`src/vrc_defs.svh`:
```
`ifndef VRC_DEFS_SVH
`define VRC_DEFS_SVH
`define VRC_REF_CTRL_ADDR    8'hD1
`define VRC_REF_CTRL_RESET   8'h00
`define VRC_REF_CTRL_MASK    8'h0E
`define VRC_BIT_REF_SEL      3
`define VRC_BIT_TEMP_EN      2
`define VRC_BIT_BIAS_EN      1
`define VRC_TEMP_MUX_SEL     4'h8
`define VRC_SAR_MIN_CLOCKS   11
`define VRC_SAR_MAX_MHZ      6
`define VRC_SYSCLK_MHZ       100
`define VRC_DIV_MIN          5'h10
`endif

```
`src/vrc_pkg.sv`:
```
package vrc_pkg;
  typedef struct packed {
    logic [7:0] addr;
    logic [7:0] wdata;
    logic       wr;
    logic       rd;
  } vrc_bus_s;
endpackage

```
`src/vrc_reference_control.sv`:
```
// Operation
// - Bit 3 routes external pin at 0, supply at 1, to reference.
// - Bit 2 switches the temperature sensor off at 0, on at 1.
// - Disabled sensor output is high impedance; its conversions are invalid.
// - Effective bias enable forced high by ADC, sensor or oscillator enable.
// - Writing 1 to bias bit turns bias on without any dependent peripheral.
// - Bits 7 to 4 and 0 read zero; writes to them ignored.
// - Sensor sits on ADC positive mux selection 8 (4'h8).
// - Conversion lasts at least 11 SAR clocks; SAR clock at most 6 MHz (not enforced: i_sar_divider below 16 runs it faster).
// - SAR clock equals system clock divided by divider field plus one.
`include "vrc_defs.svh"
module vrc_reference_control
  import vrc_pkg::*;
(
  input  wire logic       i_mclk,           // System clock.
  input  wire logic       i_resetn,         // Async reset, active low.
  input  wire vrc_bus_s   i_bus,            // Register bus request.
  output logic [7:0]      o_rdata,          // Read data, registered.
  input  wire logic       i_adc_enable,     // ADC enabled.
  input  wire logic       i_osc_enable,     // Internal oscillator enabled.
  input  wire logic [3:0] i_adc_pos_sel,    // ADC positive mux selection.
  input  wire logic [4:0] i_sar_divider,    // SAR clock divider field.
  input  wire logic       i_adc_start,      // Conversion start pulse.
  output logic            o_ref_use_supply, // Reference taken from supply.
  output logic            o_ref_pin_route,  // External pin routed to reference.
  output logic            o_temp_sensor_on, // Temperature sensor powered.
  output logic            o_temp_out_oe,    // Sensor output drives its node.
  output logic            o_temp_selected,  // Mux selects the sensor.
  output logic            o_sample_invalid, // Sensor sampled while off.
  output logic            o_bias_on,        // Effective bias enable.
  output logic            o_sar_clk_tick,   // SAR clock tick pulse.
  output logic            o_conv_busy,      // Conversion in progress.
  output logic            o_conv_done       // Conversion finished pulse.
);

  ////////////////////////////////////////////////////////////////////////////
  logic [7:0] ctrl_reg, ctrl_next;
  logic [7:0] rdata_reg, rdata_next;

  always_comb begin
    ctrl_next  = ctrl_reg;
    rdata_next = rdata_reg;
    if (i_bus.wr && i_bus.addr == `VRC_REF_CTRL_ADDR) begin
      ctrl_next = i_bus.wdata & `VRC_REF_CTRL_MASK;
    end
    if (i_bus.rd) begin
      rdata_next = (i_bus.addr == `VRC_REF_CTRL_ADDR) ? ctrl_reg : 8'h00;
    end
  end

  always_ff @(posedge i_mclk or negedge i_resetn) begin
    if (!i_resetn) begin
      ctrl_reg  <= `VRC_REF_CTRL_RESET;
      rdata_reg <= 8'h00;
    end else begin
      ctrl_reg  <= ctrl_next;
      rdata_reg <= rdata_next;
    end
  end

  assign o_rdata = rdata_reg;

  ////////////////////////////////////////////////////////////////////////////
  // reference source mux, sensor enable, sensor mux select and bias
  assign o_ref_use_supply = ctrl_reg[`VRC_BIT_REF_SEL];
  assign o_ref_pin_route  = ~ctrl_reg[`VRC_BIT_REF_SEL];
  assign o_temp_sensor_on = ctrl_reg[`VRC_BIT_TEMP_EN];
  assign o_temp_out_oe    = ctrl_reg[`VRC_BIT_TEMP_EN];
  assign o_temp_selected  = (i_adc_pos_sel == `VRC_TEMP_MUX_SEL);
  assign o_bias_on = ctrl_reg[`VRC_BIT_BIAS_EN] | i_adc_enable
                   | ctrl_reg[`VRC_BIT_TEMP_EN] | i_osc_enable;

  ////////////////////////////////////////////////////////////////////////////
  // The conversion timer models SAR pacing only; sampling is analog.
  logic [4:0] div_reg, div_next;
  logic [3:0] bit_reg, bit_next;
  logic       busy_reg, busy_next;
  logic       done_reg, done_next;
  logic       inval_reg, inval_next;
  logic       tick;

  assign tick = (div_reg == i_sar_divider);

  always_comb begin
    div_next   = tick ? 5'h00 : div_reg + 5'h01;
    bit_next   = bit_reg;
    busy_next  = busy_reg;
    done_next  = 1'b0;
    inval_next = inval_reg;
    if (!busy_reg && i_adc_start) begin
      busy_next  = 1'b1;
      bit_next   = 4'h0;
      inval_next = o_temp_selected & ~ctrl_reg[`VRC_BIT_TEMP_EN];
    end else if (busy_reg && tick) begin
      if (bit_reg == 4'(`VRC_SAR_MIN_CLOCKS - 1)) begin
        busy_next = 1'b0;
        done_next = 1'b1;
      end else begin
        bit_next = bit_reg + 4'h1;
      end
    end
  end

  always_ff @(posedge i_mclk or negedge i_resetn) begin
    if (!i_resetn) begin
      div_reg   <= 5'h00;
      bit_reg   <= 4'h0;
      busy_reg  <= 1'b0;
      done_reg  <= 1'b0;
      inval_reg <= 1'b0;
    end else begin
      div_reg   <= div_next;
      bit_reg   <= bit_next;
      busy_reg  <= busy_next;
      done_reg  <= done_next;
      inval_reg <= inval_next;
    end
  end

  assign o_sar_clk_tick   = tick;
  assign o_conv_busy      = busy_reg;
  assign o_conv_done      = done_reg;
  assign o_sample_invalid = inval_reg;

  // helper tick count
  // The checker counts ticks on its own, so a slip in the bit counter still shows.
  logic [3:0] conv_ticks_reg, conv_ticks_next;

  always_comb begin
    conv_ticks_next = conv_ticks_reg;
    if (!busy_reg && i_adc_start) begin
      conv_ticks_next = 4'h0;
    end else if (busy_reg && tick && conv_ticks_reg != 4'hF) begin
      conv_ticks_next = conv_ticks_reg + 4'h1;
    end
  end

  always_ff @(posedge i_mclk or negedge i_resetn) begin
    if (!i_resetn) begin
      conv_ticks_reg <= 4'h0;
    end else begin
      conv_ticks_reg <= conv_ticks_next;
    end
  end
endmodule

```
`config.mk`:
```
export PLATFORM = sky130hd
export DESIGN_NAME = vrc_reference_control
export DESIGN_NICKNAME = d
export VERILOG_FILES = /design/src/vrc_pkg.sv /design/src/vrc_reference_control.sv
export VERILOG_INCLUDE_DIRS = /design/src /design/src/src
export SDC_FILE = /design/constraint.sdc
export NUM_CORES = 1
export LEC_CHECK = 0
export BUFFER_PORTS_ARGS = -buffer_cell sky130_fd_sc_hd__buf_4
export CAP_MARGIN = 20
export CORE_UTILIZATION = 45
export CTS_CLUSTER_DIAMETER = 120
export CTS_CLUSTER_SIZE = 8
export DETAILED_ROUTE_END_ITERATION = 8
export PLACE_DENSITY_LB_ADDON = 0.08
export SLEW_MARGIN = 20
export SYNTH_ARGS = -nofsm -noshare
export SYNTH_HDL_FRONTEND = slang
export SYNTH_SLANG_ARGS = --single-unit
```
`constraint.sdc`:
```
create_clock -name i_mclk -period 1.9 [get_ports i_mclk]
set_input_delay 0.19 -clock i_mclk [delete_from_list [all_inputs] [get_ports i_mclk]]
set_output_delay 0.19 -clock i_mclk [all_outputs]
set_load 0.05 [all_outputs]
```
==> metrics.md <==
| Metric | Value |
|---|---|
| Status | `complete, no violations` |
| Area share of the largest cell type after synthesis | `44.3%` |
| Clk Latency, worst-skew pair | `290 ps` |
| RSZ-0062 raised after global routing | `false` |
| Mapped Avg Cell Area | `9.96 um2` |
| Cell variety after synth | `34` |
| Max reg flops | `5` |
| Simple-Gate Fraction of Synth Area | `20.8%` |
| Cell Int Power | `886 uW` |
| Max Clk Rate | `553 MHz` |
| Design Area, Final | `0.00139 mm2` |
| Worst hold path type | `input port to register` |
| Startpoint Class | `register` |
| FF-to-FF End | `bit_reg[1]` |
| Core Region | `0.00204 mm2` |
| Hold Violations, Final | `0` |
| Largest stage delay, worst path | `430 ps` |
| Placed inst area | `0.00133 mm2` |
| GRT Util Overall | `19.2%` |
| R2r setup slk | `380 ps` |
| ANT nets after route | `0` |
| Worst hold path startpoint | `i_bus[0]` |
| Post-synthesis cell count | `102` |
| Combinational share of power | `41.5%` |
| Clock transition at path regs | `100 ps` |
| Global-route wire length before repair | `3560 um` |
| Hold Path Sink | `o_rdata[3]` |
| Yosys top cell by area | `dfrtp_1` |
| Adder-cell share of the synthesized area | `3.69%` |
| Critical Setup Path Class | `register to output pin` |
| CTS tree | `done` |
| Main flop type after synthesis | `dfrtp_1` |
| Die Area | `0.00245 mm2` |
| HPWL Detailed | `1600 um` |
| Gpl congestion | `0.830` |
| Share of post-route cells with drive strength above 1 | `38.2%` |
| P_sw | `506 uW` |
| Hold_ws | `116 ps` |
| Met2 WL post-DR | `1110 um` |
| Hold Path Cell Cnt | `2` |
| Fraction of synthesized area in multiplexers | `6.53%` |
| Total CTS buffers | `3` |
| Fill cells | `171` |
| Xor and xnor area share after synthesis | `6.90%` |
| FF/Latch Area | `450 um2` |
| Vias | `853` |
| Cell family with most CP delay | `simple AND/OR/NAND/NOR gates` |
| CP max FO | `6` |
| Top Metal Used | `met3` |
| Setup TNS | `0 ps` |
| Clock Skews | `3.10 ps` |
| WL met3 | `107 um` |
| Top cells by area, synth | `dfrtp_1 (44%), buf_4 (4.4%), mux2_4 (4.4%)` |
| GRT overflow | `0` |
| Layout net count | `180` |
| Peak supply drop | `887 uV` |
| CP Cell Sequence | `xnor2_1, and3_4, and2_2, buf_4` |
| Register share of total power | `41.8%` |
| Vias per Instance | `4.99` |
| DRT iter0 DRCs | `12` |
| Final core utilization | `67.8%` |
| Pleak | `0.000687 uW` |
| Synth Area in Compound Gates | `9.85%` |
| CP Buf/Inv Count | `1` |
| Count of final setup violators | `0` |
| Async S/R FF share, synth | `100%` |
| #FFs+latches synth | `18` |
| Largest net degree at the start of global routing | `19` |
| Pwr/cell area | `1000 mW/mm2` |
| Slew Limit Fails | `0` |
| Clock sink total | `18` |
| Reg-to-Reg Start | `bit_reg[0]` |
| Required @ worst endpoint | `1710 ps` |
| CP arrival | `1620 ps` |
| Routed WL | `2080 um` |
| Ports | `50` |
| H-tree depth | `1` |
| DRT Pass-1 Iters | `4` |
| Rows | `16` |
| Minimum clock period | `1810 ps` |
| Clk buf depth | `2` |
| Max-Cap Viols | `0` |
| Clock root cell | `clkbuf_4` |
| Number of global-route vias before repair | `790` |
| Initial Util | `49.8%` |
| Vert. Die Dim | `49.5 um` |
| Yosys Warn Count | `0` |
| Area delta synth->final | `36.3%` |
| Crit. End Element | `output pin` |
| Initial antenna violation count | `0` |
| I/O Buffers | `39` |
| Post-CTS Setup Bufs | `0` |
| Post-synth EDFFs | `0` |
| Area of the multi-input gates | `524 um2` |
| Largest family of logic cells by synthesized area | `simple AND/OR/NAND/NOR gates` |
| Detailed-route DRC error count | `0` |
| Post-synthesis cell area | `0.00102 mm2` |
| Met1 Routed Length | `867 um` |
| Clock power share | `16.7%` |
| Switching Share | `36.4%` |
| Die X-Extent | `49.5 um` |
| Post-synthesis sequential area ratio | `44.3%` |
| R2R depth | `6` |
| Crit-path slowest cell | `dfrtp_1` |
| Final worst-path cycle share | `95.2%` |
| Routed len/inst | `12.2 um` |
| Antenna Cells | `0` |
## synth_stat cells, types with 3 or more instances
library cell  number
dfrtp_1           18
nor2_1             9
nand2_1            7
buf_4              6
inv_1              6
nand3_1            5
xnor2_1            4
xor2_1             4
ha_1               3
mux2_4             3
nor2b_1            3
o211ai_1           3
o22ai_1            3
## cell usage in the layout, fill, tap and decap left out, drive strengths merged
master,synthesis,routed
clkbuf,1,4
dlygate4sd3,0,1
xnor2,4,4
o22ai,3,3
or4,1,1
o211ai,3,3
o21ai,2,2
a21oi,2,2
nand4,2,2
mux2,4,4
o211a,1,1
nand3,5,5
xor2,4,4
conb,1,5
a22o,1,1
mux2i,1,1
nand2,7,7
and3b,1,1
and2,2,2
a22oi,1,1
a31oi,2,2
ha,3,3
nor2b,3,3
inv,6,6
buf,7,41
and3,2,2
or2,1,1
nor2,9,9
nor4b,2,2
nor3b,2,2
nand2b,1,1
dfrtp,18,18
## metrics by stage
step	std cells	power (uW)	worst slack [ps]
2_1_floorplan	106	985	292
3_3_place_gp	166	1120	320
3_5_place_dp	166	1140	289
4_1_cts	171	1390	47.7
5_1_grt	171	1510	13.6
6_report	171	1390	92.1
## power groups by stage
stage | combinational, uW | clock, uW | sequential (uW)
4_1_cts | 567 | 244 | 578
2_1_floorplan | 407 | 0 | 578
3_3_place_gp | 540 | 0 | 580
6_report | 577 | 233 | 581
3_5_place_dp | 556 | 0 | 585
5_1_grt | 645 | 261 | 599
## cell families after synthesis
logic type | Yosys count
flops | 18
compound gates | 15
xor+xnor | 8
buf+inv | 14
simple gates | 38
other cells | 1
mux | 5
fa+ha+maj | 3
## how the worst max path moves through the flow
stage,from,end,cells after the start
finish,div_reg[3],o_sar_clk_tick,4
floorplan,ctrl_reg[2],o_bias_on,1
detailed placement,div_reg[3],o_sar_clk_tick,4
global route,div_reg[3],o_sar_clk_tick,4
CTS,div_reg[3],o_sar_clk_tick,4
global placement,div_reg[2],o_sar_clk_tick,4
## layout make-up
class | count | share of cell area (%)
clock buffer | 4 | 2.62
inverter | 6 | 1.63
tap | 27 | 2.44
sequential | 18 | 32.5
timing repair buffer | 42 | 22.9
multi-input combinational | 74 | 37.9
## metal layers
metal	vias up	track usage [%]
li1	428	-
met5	-	0
met3	0	6.17
met1	397	24.7
met4	0	3.81
met2	28	31.7
## repair_timing
item                                    in CTS  in global routing
hold buffers                                 1                  0
endpoints found under the setup margin       1                  1
gates resized for setup                      2                  2
endpoints found under the hold margin       18                  0
(Power assumes the default switching activity.)
